===== config.mk =====
export PLATFORM = sky130hd
export DESIGN_NAME = bfs_top
export DESIGN_NICKNAME = d
export VERILOG_FILES = /design/src/logic/bfs_top.v
export VERILOG_INCLUDE_DIRS = /design/src /design/src/logic
export SDC_FILE = /design/constraint.sdc
export NUM_CORES = 1
export LEC_CHECK = 0
export ABC_AREA = 0
export BUFFER_PORTS_ARGS = -buffer_cell sky130_fd_sc_hd__buf_2
export CAP_MARGIN = 20
export CORE_UTILIZATION = 45
export CTS_BUF_LIST = sky130_fd_sc_hd__clkbuf_4 sky130_fd_sc_hd__clkbuf_8
export DETAILED_ROUTE_END_ITERATION = 10
export HOLD_SLACK_MARGIN = 0.12
export PLACE_DENSITY = 0.66
export SYNTH_ARGS = -nofsm -noshare
export SYNTH_HDL_FRONTEND = slang
export SYNTH_SLANG_ARGS = --single-unit

===== constraint.sdc =====
create_clock -name CLK_SYS_I -period 2.48 [get_ports CLK_SYS_I]
set_input_delay 0 -clock CLK_SYS_I [delete_from_list [all_inputs] [get_ports CLK_SYS_I]]
set_output_delay 0 -clock CLK_SYS_I [all_outputs]
set_load 0.02 [all_outputs]

===== src/logic/bfs_regs.vh =====
// bfs_regs.vh: register map, field positions, reset values and timing
// constants of the breaker failure supervisor.
// assumes inclusion by bare name from the design file only.
`ifndef BFS_REGS_VH
`define BFS_REGS_VH

// word addresses on the avalon word address bus (address is byte offset >> 2)
`define BFS_ADDR_CTRL 4'h0
`define BFS_ADDR_FAILDLY 4'h1
`define BFS_ADDR_RETRIPDLY 4'h2
`define BFS_ADDR_NLDDLY 4'h3
`define BFS_ADDR_PHPICK 4'h4
`define BFS_ADDR_GNDPICK 4'h5
`define BFS_ADDR_STATUS 4'h6
`define BFS_ADDR_IRQ_STAT 4'h7
`define BFS_ADDR_IRQ_MASK 4'h8

// ctrl fields
`define BFS_CTRL_ENABLE 0
`define BFS_CTRL_RETRIP_EN 1
`define BFS_CTRL_NLOAD_EN 2
`define BFS_CTRL_EXT_ASSIGNED 3
`define BFS_CTRL_NLD_ASSIGNED 4
`define BFS_CTRL_ENIN_ASSIGNED 5
`define BFS_CTRL_W 6
`define BFS_CTRL_RST 6'h00

// delay settings in steps of 10 ms, 0..200
`define BFS_DLY_W 8
`define BFS_DLY_MAX 8'hC8
`define BFS_DLY_RST 8'h00

// current samples and pickups, unsigned magnitude
`define BFS_CUR_W 16
`define BFS_PICK_RST 16'h0000

// status / interrupt bits
`define BFS_EV_W 4
`define BFS_EV_PICKUP 0
`define BFS_EV_RETRIP 1
`define BFS_EV_OPERATE 2
`define BFS_EV_NLOAD 3

// consecutive low samples that drop current detection
`define BFS_LOW_SAMPLES 2'h3

// one delay step is 10 ms at a 100 MHz clock
`define BFS_STEP_NS 10000000
`define BFS_CLK_NS 10
`define BFS_TICK_W 20

// positions of the synchronised pin inputs
`define BFS_PIN_W 5
`define BFS_PIN_TRIP 0
`define BFS_PIN_EXT 1
`define BFS_PIN_NLD 2
`define BFS_PIN_BRK 3
`define BFS_PIN_UEN 4

// width of the read-only status word
`define BFS_STAT_W 8

`endif


===== src/logic/bfs_top.v =====
// bfs_top.v: breaker failure supervisor with avalon-mm settings registers.
// assumes one 100 MHz clock; trip, contact and enable lines come from
// pins and are synchronised here; samples arrive with a same-clock strobe.
//
// Contract
// - failure initiate is set whenever internal trip or external trip is on.
// - the failure timer runs while initiate and current detection both hold.
// - the failure output rises when the failure timer reaches its delay.
// - losing initiate or current detection clears the failure timer at once.
// - the retrip timer starts with the failure timer and retrip fires first; here the order follows the two delay settings, equal delays fire together.
// - the no-load timer runs while no-load initiate is on and breaker closed.
// - no-load timer expiry raises the failure output regardless of current.
// - a no-load pickup also drives the retrip timer and retrip output.
// - current detection is on while any phase or ground sample is above pickup.
// - current detection drops after three consecutive samples all below pickup.
// - an unassigned external trip input reads as logic zero.
// - an unassigned no-load initiate input reads as logic zero.
// - the failure delay is 0 to 2.00 s in 10 ms steps, default zero.
// - retrip and no-load delays share that range and step, default zero.
// - the enable input puts the unit in service and defaults to one.
//
// Local design decisions: the Avalon-MM register port and the placing of the registers.
`default_nettype none
`include "bfs_regs.vh"

module bfs_top (
    input wire CLK_SYS_I,
    input wire SRST_I,
    input wire [3:0] AVS_ADDRESS_I,
    input wire AVS_READ_I,
    input wire AVS_WRITE_I,
    input wire [31:0] AVS_WRITEDATA_I,
    output reg [31:0] AVS_READDATA_O,
    output reg AVS_WAITREQUEST_O,
    input wire TRIP_INT_I,
    input wire EXTERNAL_TRIP_IN_I,
    input wire NOLOAD_INITIATE_IN_I,
    input wire BREAKER_CLOSED_I,
    input wire UNIT_ENABLE_IN_I,
    input wire SAMPLE_VALID_I,
    input wire [15:0] SAMPLE_A_I,
    input wire [15:0] SAMPLE_B_I,
    input wire [15:0] SAMPLE_C_I,
    input wire [15:0] SAMPLE_G_I,
    output reg FAILURE_OPERATE_OUT_O,
    output reg REISSUE_TRIP_OUT_O,
    output reg UNIT_ENABLED_O,
    output reg CURRENT_PRESENT_O,
    output reg IRQ_O
);

// step length in clock cycles, cut to the tick counter width on purpose
localparam integer TICK_N = `BFS_STEP_NS / `BFS_CLK_NS - 1;
localparam [`BFS_TICK_W-1:0] TICK_LAST = TICK_N[`BFS_TICK_W-1:0];

reg [`BFS_CTRL_W-1:0] ctrl_reg;
reg [`BFS_DLY_W-1:0] fail_dly_reg;
reg [`BFS_DLY_W-1:0] retrip_dly_reg;
reg [`BFS_DLY_W-1:0] nld_dly_reg;
reg [`BFS_CUR_W-1:0] ph_pick_reg;
reg [`BFS_CUR_W-1:0] gnd_pick_reg;
reg [`BFS_EV_W-1:0] irq_stat_reg;
reg [`BFS_EV_W-1:0] irq_mask_reg;

// two-flop synchronisers for the five pin inputs; a trip pin may move at
// any instant, so only the second stage is ever read by logic
wire [`BFS_PIN_W-1:0] pin_raw;
assign pin_raw[`BFS_PIN_TRIP] = TRIP_INT_I;
assign pin_raw[`BFS_PIN_EXT] = EXTERNAL_TRIP_IN_I;
assign pin_raw[`BFS_PIN_NLD] = NOLOAD_INITIATE_IN_I;
assign pin_raw[`BFS_PIN_BRK] = BREAKER_CLOSED_I;
assign pin_raw[`BFS_PIN_UEN] = UNIT_ENABLE_IN_I;
reg [`BFS_PIN_W-1:0] pin_meta_reg;
reg [`BFS_PIN_W-1:0] pin_sync_reg;

always @(posedge CLK_SYS_I) begin
    if (SRST_I) begin
        pin_meta_reg <= {`BFS_PIN_W{1'b0}};
        pin_sync_reg <= {`BFS_PIN_W{1'b0}};
    end else begin
        pin_meta_reg <= pin_raw;
        pin_sync_reg <= pin_meta_reg;
    end
end

// an input that no pin is assigned to reads as its default level
wire trip_int = pin_sync_reg[`BFS_PIN_TRIP];
wire external_trip_in = pin_sync_reg[`BFS_PIN_EXT] &
    ctrl_reg[`BFS_CTRL_EXT_ASSIGNED];
wire nld_init = pin_sync_reg[`BFS_PIN_NLD] &
    ctrl_reg[`BFS_CTRL_NLD_ASSIGNED];
wire brk_closed = pin_sync_reg[`BFS_PIN_BRK];
wire enable_in = ctrl_reg[`BFS_CTRL_ENIN_ASSIGNED] ?
    pin_sync_reg[`BFS_PIN_UEN] : 1'b1;
// every run term below is gated by this, so a disabled unit holds all
// timers at zero and both outputs low
wire in_service = ctrl_reg[`BFS_CTRL_ENABLE] & enable_in;

wire failure_initiate = trip_int | external_trip_in;

// current detector on instantaneous samples
wire [3:0] over_pick;
genvar gi;
generate
    for (gi = 0; gi < 4; gi = gi + 1) begin : g_cmp
        wire [`BFS_CUR_W-1:0] smp = (gi == 0) ? SAMPLE_A_I :
            (gi == 1) ? SAMPLE_B_I : (gi == 2) ? SAMPLE_C_I : SAMPLE_G_I;
        wire [`BFS_CUR_W-1:0] pick = (gi == 3) ? gnd_pick_reg : ph_pick_reg;
        // strict compare: a sample equal to pickup counts as low
        assign over_pick[gi] = smp > pick;
    end
endgenerate

reg [1:0] low_cnt_reg;
reg cur_present_reg;

always @(posedge CLK_SYS_I) begin
    if (SRST_I) begin
        low_cnt_reg <= 2'h0;
        cur_present_reg <= 1'b0;
    end else if (SAMPLE_VALID_I) begin
        // any sample above pickup restarts the run of low samples
        if (|over_pick) begin
            low_cnt_reg <= 2'h0;
            cur_present_reg <= 1'b1;
        end else if (low_cnt_reg == `BFS_LOW_SAMPLES - 2'h1) begin
            // instantaneous check resets far faster than an rms average
            low_cnt_reg <= 2'h0;
            cur_present_reg <= 1'b0;
        end else begin
            low_cnt_reg <= low_cnt_reg + 2'h1;
        end
    end
end

// shared 10 ms step tick, free running
reg [`BFS_TICK_W-1:0] tick_cnt_reg;
wire step = (tick_cnt_reg == TICK_LAST);

always @(posedge CLK_SYS_I) begin
    if (SRST_I || step)
        tick_cnt_reg <= {`BFS_TICK_W{1'b0}};
    else
        tick_cnt_reg <= tick_cnt_reg + 1'b1;
end

wire fail_run = in_service & failure_initiate & cur_present_reg;
wire nld_run = in_service & ctrl_reg[`BFS_CTRL_NLOAD_EN] &
    nld_init & brk_closed;
wire rt_run = in_service & ctrl_reg[`BFS_CTRL_RETRIP_EN] &
    (fail_run | nld_run);

reg [`BFS_DLY_W-1:0] fail_tmr_reg;
reg [`BFS_DLY_W-1:0] nld_tmr_reg;
reg [`BFS_DLY_W-1:0] rt_tmr_reg;
wire fail_done = fail_run && (fail_tmr_reg >= fail_dly_reg);
wire nld_done = nld_run && (nld_tmr_reg >= nld_dly_reg);
wire rt_done = rt_run && (rt_tmr_reg >= retrip_dly_reg);

// a timer counts 10 ms steps only while its run condition holds; a short
// first step of up to 10 ms is the price of sharing one prescaler;
// counting stops at the setting so a long fault cannot wrap the timer
always @(posedge CLK_SYS_I) begin
    if (SRST_I || !fail_run)
        fail_tmr_reg <= `BFS_DLY_RST;
    else if (step && !fail_done)
        fail_tmr_reg <= fail_tmr_reg + 1'b1;
end

always @(posedge CLK_SYS_I) begin
    if (SRST_I || !nld_run)
        nld_tmr_reg <= `BFS_DLY_RST;
    else if (step && !nld_done)
        nld_tmr_reg <= nld_tmr_reg + 1'b1;
end

always @(posedge CLK_SYS_I) begin
    if (SRST_I || !rt_run)
        rt_tmr_reg <= `BFS_DLY_RST;
    else if (step && !rt_done)
        rt_tmr_reg <= rt_tmr_reg + 1'b1;
end

// events: pickup, retrip, operate, no-load pickup (rising edges)
// a condition that stays up is logged once, not on every cycle
reg fail_run_d_reg;
reg nld_run_d_reg;
wire [`BFS_EV_W-1:0] ev;
assign ev[`BFS_EV_PICKUP] = fail_run & ~fail_run_d_reg;
assign ev[`BFS_EV_RETRIP] = rt_done & ~REISSUE_TRIP_OUT_O;
assign ev[`BFS_EV_OPERATE] = (fail_done | nld_done) & ~FAILURE_OPERATE_OUT_O;
assign ev[`BFS_EV_NLOAD] = nld_run & ~nld_run_d_reg;

// a write lands only on the edge that completes the transfer, where
// waitrequest is low; read data is loaded one edge earlier, while
// waitrequest is still high, so that it stands on that same edge
wire bus_wr = AVS_WRITE_I & ~AVS_WAITREQUEST_O;
wire bus_rd = AVS_READ_I & AVS_WAITREQUEST_O;

// clamp delays to the 2.00 s top of range
function [`BFS_DLY_W-1:0] clamp_dly;
    input [31:0] d;
    begin
        if (d[`BFS_DLY_W-1:0] > `BFS_DLY_MAX || |d[31:`BFS_DLY_W])
            clamp_dly = `BFS_DLY_MAX;
        else
            clamp_dly = d[`BFS_DLY_W-1:0];
    end
endfunction

always @(posedge CLK_SYS_I) begin
    if (SRST_I) begin
        ctrl_reg <= `BFS_CTRL_RST;
        fail_dly_reg <= `BFS_DLY_RST;
        retrip_dly_reg <= `BFS_DLY_RST;
        nld_dly_reg <= `BFS_DLY_RST;
        ph_pick_reg <= `BFS_PICK_RST;
        gnd_pick_reg <= `BFS_PICK_RST;
        irq_mask_reg <= {`BFS_EV_W{1'b0}};
    end else if (bus_wr) begin
        if (AVS_ADDRESS_I == `BFS_ADDR_CTRL)
            ctrl_reg <= AVS_WRITEDATA_I[`BFS_CTRL_W-1:0];
        else if (AVS_ADDRESS_I == `BFS_ADDR_FAILDLY)
            fail_dly_reg <= clamp_dly(AVS_WRITEDATA_I);
        else if (AVS_ADDRESS_I == `BFS_ADDR_RETRIPDLY)
            retrip_dly_reg <= clamp_dly(AVS_WRITEDATA_I);
        else if (AVS_ADDRESS_I == `BFS_ADDR_NLDDLY)
            nld_dly_reg <= clamp_dly(AVS_WRITEDATA_I);
        else if (AVS_ADDRESS_I == `BFS_ADDR_PHPICK)
            ph_pick_reg <= AVS_WRITEDATA_I[`BFS_CUR_W-1:0];
        else if (AVS_ADDRESS_I == `BFS_ADDR_GNDPICK)
            gnd_pick_reg <= AVS_WRITEDATA_I[`BFS_CUR_W-1:0];
        else if (AVS_ADDRESS_I == `BFS_ADDR_IRQ_MASK)
            irq_mask_reg <= AVS_WRITEDATA_I[`BFS_EV_W-1:0];
    end
end

// write-one-to-clear; a new event in the same cycle wins over the clear
wire [`BFS_EV_W-1:0] w1c = (bus_wr && AVS_ADDRESS_I == `BFS_ADDR_IRQ_STAT) ?
    AVS_WRITEDATA_I[`BFS_EV_W-1:0] : {`BFS_EV_W{1'b0}};

always @(posedge CLK_SYS_I) begin
    if (SRST_I) begin
        irq_stat_reg <= {`BFS_EV_W{1'b0}};
        fail_run_d_reg <= 1'b0;
        nld_run_d_reg <= 1'b0;
        FAILURE_OPERATE_OUT_O <= 1'b0;
        REISSUE_TRIP_OUT_O <= 1'b0;
        UNIT_ENABLED_O <= 1'b0;
        CURRENT_PRESENT_O <= 1'b0;
        IRQ_O <= 1'b0;
    end else begin
        irq_stat_reg <= (irq_stat_reg & ~w1c) | ev;
        fail_run_d_reg <= fail_run;
        nld_run_d_reg <= nld_run;
        FAILURE_OPERATE_OUT_O <= fail_done | nld_done;
        REISSUE_TRIP_OUT_O <= rt_done;
        UNIT_ENABLED_O <= in_service;
        CURRENT_PRESENT_O <= cur_present_reg;
        IRQ_O <= |(((irq_stat_reg & ~w1c) | ev) & irq_mask_reg);
    end
end

// live snapshot for the read-only status register
wire [`BFS_STAT_W-1:0] status_word = {in_service, cur_present_reg,
    failure_initiate, nld_run, rt_done, fail_done | nld_done,
    fail_run, rt_run};

// avalon slave: one wait state, answer on the second edge of a request
always @(posedge CLK_SYS_I) begin
    if (SRST_I) begin
        AVS_WAITREQUEST_O <= 1'b1;
        AVS_READDATA_O <= 32'h00000000;
    end else begin
        AVS_WAITREQUEST_O <= ~((AVS_READ_I | AVS_WRITE_I) &
            AVS_WAITREQUEST_O);
        if (bus_rd) begin
            if (AVS_ADDRESS_I == `BFS_ADDR_CTRL)
                AVS_READDATA_O <= {26'h0, ctrl_reg};
            else if (AVS_ADDRESS_I == `BFS_ADDR_FAILDLY)
                AVS_READDATA_O <= {24'h0, fail_dly_reg};
            else if (AVS_ADDRESS_I == `BFS_ADDR_RETRIPDLY)
                AVS_READDATA_O <= {24'h0, retrip_dly_reg};
            else if (AVS_ADDRESS_I == `BFS_ADDR_NLDDLY)
                AVS_READDATA_O <= {24'h0, nld_dly_reg};
            else if (AVS_ADDRESS_I == `BFS_ADDR_PHPICK)
                AVS_READDATA_O <= {16'h0, ph_pick_reg};
            else if (AVS_ADDRESS_I == `BFS_ADDR_GNDPICK)
                AVS_READDATA_O <= {16'h0, gnd_pick_reg};
            else if (AVS_ADDRESS_I == `BFS_ADDR_STATUS)
                AVS_READDATA_O <= {24'h0, status_word};
            else if (AVS_ADDRESS_I == `BFS_ADDR_IRQ_STAT)
                AVS_READDATA_O <= {28'h0, irq_stat_reg};
            else if (AVS_ADDRESS_I == `BFS_ADDR_IRQ_MASK)
                AVS_READDATA_O <= {28'h0, irq_mask_reg};
            else
                AVS_READDATA_O <= 32'h00000000;
        end
    end
end

endmodule
`default_nettype wire


==> results.json, run 1 <==
{
  "status": "finished clean",
  "final_nets": 1467,
  "setup_ws_ns": 0.0757,
  "syn_avg_cell_area_um2": 8.01,
  "p_per_area_nw_per_um2": 495,
  "nFillCells": 1731,
  "final_max_slew_viol_count": 0,
  "wl_per_cell_um": 16.5,
  "endpoint_kind": "register",
  "synthToLayoutAreaGrowth_pct": 22.9,
  "async_flop_share": 0,
  "synthTopCellsByArea": "dfxtp_1, ha_1, nand2_1, a21oi_1, nor2_1",
  "period_minus_slack_ns": 2.40,
  "synth_common_cells": "dfxtp_1, nand2_1, nor2_1",
  "dp_hpwl_mm": 19.2,
  "setup_viol": 0,
  "hold_viol_final": 0,
  "synthMuxAreaShare": 0.0153,
  "via_per_inst": 5.51,
  "initial_core_util": 0.460,
  "fin_crit_sh": 0.969,
  "rsz0062_at_grt": "yes",
  "r2r-end": "rt_tmr_reg[4]$_SDFFE_PP0P_",
  "dr.first_iter.drc_count": 662,
  "core-area_um2": 18700,
  "grt_max_degree": 56,
  "synth_cells": 1074,
  "vias": 8335,
  "reg2reg_depth": 6,
  "multi_input_area_um2": 5160,
  "crit_type": "reg2reg",
  "slew_headroom": 0.526,
  "yosys.area.top_type": "dfxtp_1",
  "yosysSeqAreaShare": 0.352,
  "cp_max_fo": 9,
  "largest_reg_flops": 32,
  "reg2reg_from": "tick_cnt_reg[10]$_SDFF_PP0_",
  "num_rows": 50,
  "synth-compound-area-share": 0.178,
  "h-tree-depth": 4,
  "fin_util": 0.565,
  "endpoint": "rt_tmr_reg[4]$_SDFFE_PP0P_",
  "grt_use_total": 0.257,
  "drtAntennaViolNets": 0,
  "peakVddDrop_v": 0.000330,
  "synth_edf_count": 0,
  "clk_latency_ns": 0.46,
  "grt_pass1_wl_mm": 39.4,
  "drt_pass1_iterations": 5,
  "drive_gt1_frac": 0.175,
  "fmax_ghz": 0.416,
  "floorplan.die.height_um": 140,
  "grt_pass1_vias": 7661,
  "worst_pin_slew_ns": 0.711,
  "clk_path_buf_depth": 2,
  "leakagePower_uw": 0.00413,
  "ys_ff_latch": 151,
  "clk_pin_slew_worst_paths_ns": 0.09,
  "clock-sinks": 151,
  "drc_errors": 0,
  "routed_wl_mm": 24.9,
  "cp.arrival_ns": 2.80,
  "cts_root_buffer": "clkbuf_8",
  "clock-skew-final_ns": 0.0141,
  "final-seq-area_um2": 3020,
  "place_congestion": 0.953,
  "ys_types": 69,
  "dp_slack_ns": -0.0824,
  "startpoint": "tick_cnt_reg[10]$_SDFF_PP0_",
  "ioPinCount": 148,
  "syn-cell-area_um2": 8600,
  "startpoint_type": "register",
  "ys.flop_type": "dfxtp_1",
  "cts_tree": "built",
  "antenna_found_initial": 1,
  "gr-total-overflow": 0,
  "yosys.area_share.simple": 0.225,
  "cap_violations": 0,
  "hp-class": "in2reg",
  "yosysTopAreaCellShare": 0.352,
  "synthMostInstantiatedCell": "dfxtp_1",
  "yosys_warnings": 0,
  "synth_xor_area_frac": 0.0306,
  "critPathRequiredTime_ns": 2.88,
  "synth_fa_ha_area_frac": 0.134,
  "numPortBuffers": 131,
  "cts_buffers": 17,
  "die_area_um2": 19700,
  "synth_top_family_by_area": "simple AND/OR/NAND/NOR gates",
  "dieWidth_um": 140,
  "reg2reg_slack_ns": 0.08
}
## through the flow
step	setup TNS, ns	instances	hold WS [ns]	cell area (um2)	total power (uW)
floorplan	0	1089	0.116	8660	2860
global placement	-0.0457	1441	0.211	9650	3070
detailed placement	-0.0927	1441	0.212	9650	3080
CTS	0	1508	0.121	10500	5260
global route	-0.0535	1512	0.183	10600	5440
finish	0	1512	0.189	10600	5230
## cells by family after synthesis
group	after synthesis
AO/OA/AOI/OAI	235
XOR/XNOR	30
adder cells (fa/ha/maj)	92
buffers and inverters	133
flip-flops	151
multiplexers	13
other	1
AND/OR/NAND/NOR	419
## critical path: stages (launching register included)
cell	delay, ns
dfxtp_2	0.35
or4b_1	0.51
or4_4	0.57
a221oi_4	0.25
nand2_4	0.13
or4_1	0.47
nand2_1	0.07
## what timing repair did
action	CTS	global route
hold buffers	36	0
setup endpoints to repair	2	34
pin swaps	0	2
buffers inserted	0	3
hold endpoints to repair	92	0
resized for setup	3	15
## cells in the final DEF (no fill, tap or decap), drive strengths merged, types with 14 or more instances in the layout
cell type    instances
a211oi              17
a21oi              106
a221oi              14
buf                172
clkbuf              21
conb                16
dfxtp              151
dlygate4sd3         36
ha                  92
inv                 84
nand2              149
nand3               31
nand4               24
nor2               115
nor2b               18
nor3                24
o21ai               22
xnor2               17
## layer usage
layer	vias to the layer above	wire length [um]	part of all wire	global-route usage
li1	4147	-	-	-
met1	3840	11500	0.46	0.349
met2	321	11400	0.46	0.413
met3	27	1700	0.068	0.0475
met4	0	390	0.016	0.0787
met5	-	0	0	0
## layout make-up
class,count,area share
multi-input combinational,805,0.489
sequential,151,0.286
timing repair buffer,208,0.126
inverter,82,0.0291
tap,234,0.0277
clock buffer,21,0.0268
clock inverter,10,0.0157
antenna,1,0.000237
## power breakdown
group / total [uW] / internal (uW) / switching, uW
clock network: 2150 / 1190 / 964
registers: 2480 / 2460 / 23.3
logic: 600 / 256 / 344
## worst min-delay path by stage
stage	depth (start not counted)	endpoint	startpoint
after floorplan	1	AVS_WAITREQUEST_O$_SDFF_PP1_	AVS_READ_I
after global placement	2	pin_meta_reg[2]$_SDFF_PP0_	NOLOAD_INITIATE_IN_I
after detailed placement	2	pin_meta_reg[2]$_SDFF_PP0_	NOLOAD_INITIATE_IN_I
after CTS	5	nld_dly_reg[7]$_SDFFE_PP0P_	AVS_WRITEDATA_I[17]
after global routing	5	retrip_dly_reg[6]$_SDFFE_PP0P_	AVS_WRITEDATA_I[27]
final	5	retrip_dly_reg[6]$_SDFFE_PP0P_	AVS_WRITEDATA_I[20]
Power figures use the tool's default switching activity.
==> run 2: changes to the inputs <==
--- a/config.mk
+++ b/config.mk
@@ -14,6 +14,7 @@
 export DETAILED_ROUTE_END_ITERATION = 10
 export HOLD_SLACK_MARGIN = 0.12
 export PLACE_DENSITY = 0.66
+export REMOVE_ABC_BUFFERS = 1
 export SYNTH_ARGS = -nofsm -noshare
 export SYNTH_HDL_FRONTEND = slang
 export SYNTH_SLANG_ARGS = --single-unit
==> run 2 against run 1 <==
Design area fell by 1.1%. Flip-flop and latch count did not move. Sequential share of layout area rose by 0.38 points. Clock-buffer cell count fell by 2. Final cell count fell by 0.53%. Setup slack got worse by 0.032 ns. Combinational power fell by 2%. Critical path depth did not move. Highest routed layer unchanged.
==> results.json, run 2 (same netlist as run 1, synthesis figures left out) <==
{
  "status": "finished clean",
  "setup_ws_ns": 0.0433,
  "fin_area_um2": 10500,
  "cts_root_buffer": "clkbuf_8",
  "startpoint_type": "register",
  "clk_pin_slew_worst_paths_ns": 0.08,
  "crit_type": "reg2reg",
  "dp_slack_ns": 0.00146,
  "final_nets": 1460,
  "slew_headroom": 0.539,
  "cts_buffers": 17,
  "numPortBuffers": 131,
  "rsz0062_at_grt": "yes",
  "worst_pin_slew_ns": 0.686,
  "cap_violations": 0,
  "floorplan.die.height_um": 140,
  "via_per_inst": 5.54,
  "placed_cells": 1443,
  "num_rows": 50,
  "initial_core_util": 0.460,
  "hp-class": "in2reg",
  "drive_gt1_frac": 0.181,
  "period_minus_slack_ns": 2.44,
  "final_max_slew_viol_count": 0,
  "fmax_ghz": 0.410,
  "layout_common_cells": "dfxtp_1, nand2_1, buf_2, nor2_1, a21oi_1",
  "p_per_area_nw_per_um2": 490,
  "wl_per_cell_um": 16.4,
  "drtAntennaViolNets": 0,
  "antenna_found_initial": 0,
  "dp_hpwl_mm": 18.9,
  "leakagePower_uw": 0.00407,
  "cts_tree": "built",
  "ioPinCount": 148,
  "clock-skew-final_ns": 0.0123,
  "drt_pass1_iterations": 6,
  "peakVddDrop_v": 0.000321,
  "dr.first_iter.drc_count": 661,
  "drc_errors": 0,
  "core-area_um2": 18700,
  "cp_max_fo": 5,
  "place_congestion": 0.971,
  "largest_reg_flops": 32,
  "grt_max_degree": 52,
  "setup_viol": 0,
  "clk_path_buf_depth": 2,
  "grt_pass1_vias": 7847,
  "fin_util": 0.559,
  "die_area_um2": 19700,
  "synthToLayoutAreaGrowth_pct": 21.5,
  "instances_no_fill": 1504,
  "endpoint_kind": "register",
  "grt_pass1_wl_mm": 39.8,
  "placed_cell_area_um2": 9660,
  "vias": 8325,
  "clock-sinks": 151,
  "gr-total-overflow": 0,
  "critPathRequiredTime_ns": 2.89,
  "cp.arrival_ns": 2.84,
  "hold_viol_final": 0,
  "routed_wl_mm": 24.7,
  "n_antenna_cell": 0,
  "h-tree-depth": 4,
  "dieWidth_um": 140,
  "fin_crit_sh": 0.983,
  "clk_latency_ns": 0.46,
  "grt_use_total": 0.258
}
run 2: final timing paths:
kind	start	endpoint	slack, ns	depth (start not counted)
hold reg to reg	pin_meta_reg[0]$_SDFF_PP0_	pin_sync_reg[0]$_SDFF_PP0_	0.44	1
setup / recovery	tick_cnt_reg[10]$_SDFF_PP0_	rt_tmr_reg[6]$_SDFFE_PP0P_	0.04	6
setup reg to reg	tick_cnt_reg[10]$_SDFF_PP0_	rt_tmr_reg[6]$_SDFFE_PP0P_	0.04	6
hold / removal	AVS_WRITE_I	irq_stat_reg[1]$_SDFF_PP0_	0.18	6
run 2: layout make-up:
class                           count  area (um2)
Multi-Input combinational cell    806        5150
Clock buffer                       19         249
Tap cell                          234         293
Sequential cell                   151        3030
Inverter                           82         308
Timing Repair Buffer              200        1240
Clock inverter                     12         176
Fill cell                        1767        8250
run 2: worst max-delay path, cell delays in order, from the launching register on:
cell	delay [ns]
dfxtp_4	0.35
or4b_1	0.51
or4_4	0.59
a221oi_4	0.28
nand2_4	0.10
or4_1	0.48
nand2_1	0.07
run 2: per-layer routing:
| metal | vias up | share of wire | GRT usage |
|---|---|---|---|
| met3 | 50 | 0.078 | 0.0489 |
| met4 | 0 | 0.025 | 0.0902 |
| met1 | 3815 | 0.44 | 0.338 |
| met5 | - | 0 | 0 |
| met2 | 323 | 0.45 | 0.424 |
| li1 | 4137 | - | - |
run 2: repair_timing:
item / in CTS / in global routing
hold buffers: 26 / 0
pin swaps: 0 / 6
hold endpoints to repair: 83 / 0
buffers inserted: 0 / 3
cloned: 0 / 1
endpoints found under the setup margin: 1 / 14
resized for setup: 1 / 20
run 2: report_power, final:
group | total [uW] | internal, uW | switching [uW]
clock network | 2050 | 1110 | 937
logic | 589 | 247 | 341
registers | 2480 | 2460 | 20.7
total | 5120 | 3820 | 1300
run 2: per-stage QoR:
stage / TNS, ns / hold WS, ns / power (uW)
floorplan: 0 / 0.0691 / 2800
global placement: 0 / 0.215 / 3070
detailed placement: 0 / 0.213 / 3080
CTS: 0 / 0.130 / 5150
global route: -0.102 / 0.192 / 5330
finish: 0 / 0.179 / 5120
==> run 3: changes to the inputs <==
--- a/config.mk
+++ b/config.mk
@@ -6,7 +6,7 @@
 export SDC_FILE = /design/constraint.sdc
 export NUM_CORES = 1
 export LEC_CHECK = 0
-export ABC_AREA = 0
+export ABC_AREA = 1
 export BUFFER_PORTS_ARGS = -buffer_cell sky130_fd_sc_hd__buf_2
 export CAP_MARGIN = 20
 export CORE_UTILIZATION = 45
==> run 3 against run 2 <==
Synthesized area up 1.4%. Worst hold slack worse by 0.035 ns. First-iteration DRC count down 15%. Non-clock buffer count down 24. Final cell count up 9.6%. Clock-buffer cell count up 2. Critical path type unchanged. Largest cell class unchanged.
==> results.json, run 3 <==
{
  "hold_viol_final": 0,
  "final_nets": 1577,
  "status": "finished clean",
  "leakagePower_uw": 0.00454,
  "grt_max_degree": 49,
  "setup_viol": 0,
  "core-area_um2": 18800,
  "drive_gt1_frac": 0.158,
  "yosys_warnings": 0,
  "final.setup.tns_ns": 0,
  "grt_pass1_wl_mm": 38.3,
  "peakVddDrop_v": 0.000492,
  "power.total_uw": 5350,
  "place_congestion": 0.889,
  "final_common_cell": "nand2_1",
  "cts_tree": "built",
  "synthMostInstantiatedCell": "nand2_1",
  "clk_latency_ns": 0.46,
  "antenna_found_initial": 0,
  "yosysSeqAreaShare": 0.347,
  "fin_area_um2": 10500,
  "layout_common_cells": "nand2_1, inv_1, a21oi_1, dfxtp_1, buf_2",
  "postCtsSetupBuffers": 0,
  "drt_pass1_iterations": 5,
  "dp_hpwl_mm": 18.4,
  "clk_path_buf_depth": 2,
  "fin_util": 0.555,
  "grt_use_total": 0.247,
  "yosys.area.top_type": "dfxtp_1",
  "numPortBuffers": 131,
  "largest_reg_flops": 32,
  "gr-total-overflow": 0,
  "synth_cells": 1206,
  "rsz0062_at_grt": "no",
  "startpoint_type": "register",
  "synthToLayoutAreaGrowth_pct": 19.9,
  "num_rows": 50,
  "period_minus_slack_ns": 2.22,
  "async_flop_share": 0,
  "syn_avg_cell_area_um2": 7.23,
  "floorplan.die.height_um": 141,
  "clock-sinks": 151,
  "synth_edf_count": 0,
  "initial_core_util": 0.463,
  "cts_root_buffer": "clkbuf_8",
  "dr.first_iter.drc_count": 565,
  "multi_input_area_um2": 4860,
  "placed_cell_area_um2": 9650,
  "dieWidth_um": 141,
  "cap_violations": 0,
  "instances_no_fill": 1648,
  "ioPinCount": 148,
  "cp_max_fo": 6,
  "nFillCells": 1841,
  "drtAntennaViolNets": 0,
  "placed_cells": 1586,
  "critPathRequiredTime_ns": 2.89,
  "slew_headroom": 0.496,
  "cp.arrival_ns": 2.63,
  "die_area_um2": 19900,
  "grt_pass1_vias": 7733,
  "yosysTopAreaCellShare": 0.347,
  "clk_pin_slew_worst_paths_ns": 0.08,
  "crit_type": "reg2reg",
  "drc_errors": 0,
  "wl_per_cell_um": 14.5,
  "syn-cell-area_um2": 8720,
  "ys.flop_type": "dfxtp_1",
  "routed_wl_mm": 23.9,
  "synthTopCellsByArea": "dfxtp_1, ha_1, nand2_1, a21oi_1, inv_1",
  "clock-skew-final_ns": 0.0138,
  "h-tree-depth": 4,
  "ys_types": 46,
  "endpoint_kind": "register",
  "fin_crit_sh": 0.897,
  "final_max_slew_viol_count": 0,
  "hp-class": "in2reg",
  "cts-resized-gates": 0,
  "p_per_area_nw_per_um2": 512,
  "ys_ff_latch": 151,
  "via_per_inst": 5.13,
  "synth_common_cells": "nand2_1, inv_1, a21oi_1",
  "worst_pin_slew_ns": 0.755,
  "cts_buffers": 17,
  "final-seq-area_um2": 3020,
  "n_antenna_cell": 0,
  "fmax_ghz": 0.450,
  "vias": 8452
}
-- run 3: cell count changes after synthesis, sizes merged, moves of 16 or more --
cell	delta
a211oi	-16
a21oi	+54
clkbuf	-16
inv	+96
nand2	+85
nor2	-20
nor2b	-18
o21ai	+80
-- run 3: cell type report --
class	count	share of cell area
timing repair buffer	176	0.102
inverter	180	0.0646
multi-input combinational	849	0.464
sequential	151	0.289
clock inverter	11	0.0208
clock buffer	21	0.0276
tap	260	0.0311
-- run 3: report_power, final --
part	switching [uW]	internal (uW)
Clock	960	1410
Sequential	15.3	2450
Combinational	303	212
Total	1280	4070
-- run 3: logic make-up after synthesis --
| group | Yosys count | share of synthesized area |
|---|---|---|
| and+or+nand+nor | 427 | 0.221 |
| AOI/OAI and AO/OA | 303 | 0.186 |
| buffers and inverters | 221 | 0.103 |
| DFF | 151 | 0.347 |
| adders and majority gates | 92 | 0.132 |
| xor gates and xnor gates | 11 | 0.0111 |
| other | 1 | 0.000430 |
-- run 3: critical path, stage by stage, from the launching register on --
cell and delay, ns:
dfxtp_1 0.34, nor2_1 0.11, buf_4 0.17, nand4_1 0.17
dlygate4sd3_1 0.67, a21oi_1 0.16, dlygate4sd3_1 0.56
-- run 3: metrics by stage --
stage | worst slack, ns | hold WS [ns]
2_1_floorplan | 0.801 | 0.0691
3_3_place_gp | 0.439 | 0.198
3_5_place_dp | 0.439 | 0.208
4_1_cts | 0.272 | 0.120
5_1_grt | 0.144 | 0.166
6_report | 0.255 | 0.144
-- run 3: timing repair --
action | CTS | global route
endpoints found under the hold margin | 95 | 0
hold buffers | 30 | 0
setup endpoints to repair | 0 | 0
-- run 3: path summary, 6_finish.rpt --
check / end / slack [ns] / cells after the start / from
min reg2reg: pin_sync_reg[1]$_SDFF_PP0_ / 0.40 / 2 / pin_meta_reg[1]$_SDFF_PP0_
max reg2reg: irq_mask_reg[3]$_SDFFE_PP0P_ / 0.26 / 6 / AVS_WAITREQUEST_O$_SDFF_PP1_
min: AVS_READDATA_O[1]$_SDFFE_PP0P_ / 0.14 / 7 / AVS_ADDRESS_I[1]
max: irq_mask_reg[3]$_SDFFE_PP0P_ / 0.26 / 6 / AVS_WAITREQUEST_O$_SDFF_PP1_
-- run 3: per-layer routing --
metal,up-vias,global-route usage,routed length [um]
met5,-,0,0
met4,0,0.0658,327
met2,253,0.404,10800
met3,31,0.0530,1680
met1,3852,0.327,11100
li1,4316,-,-
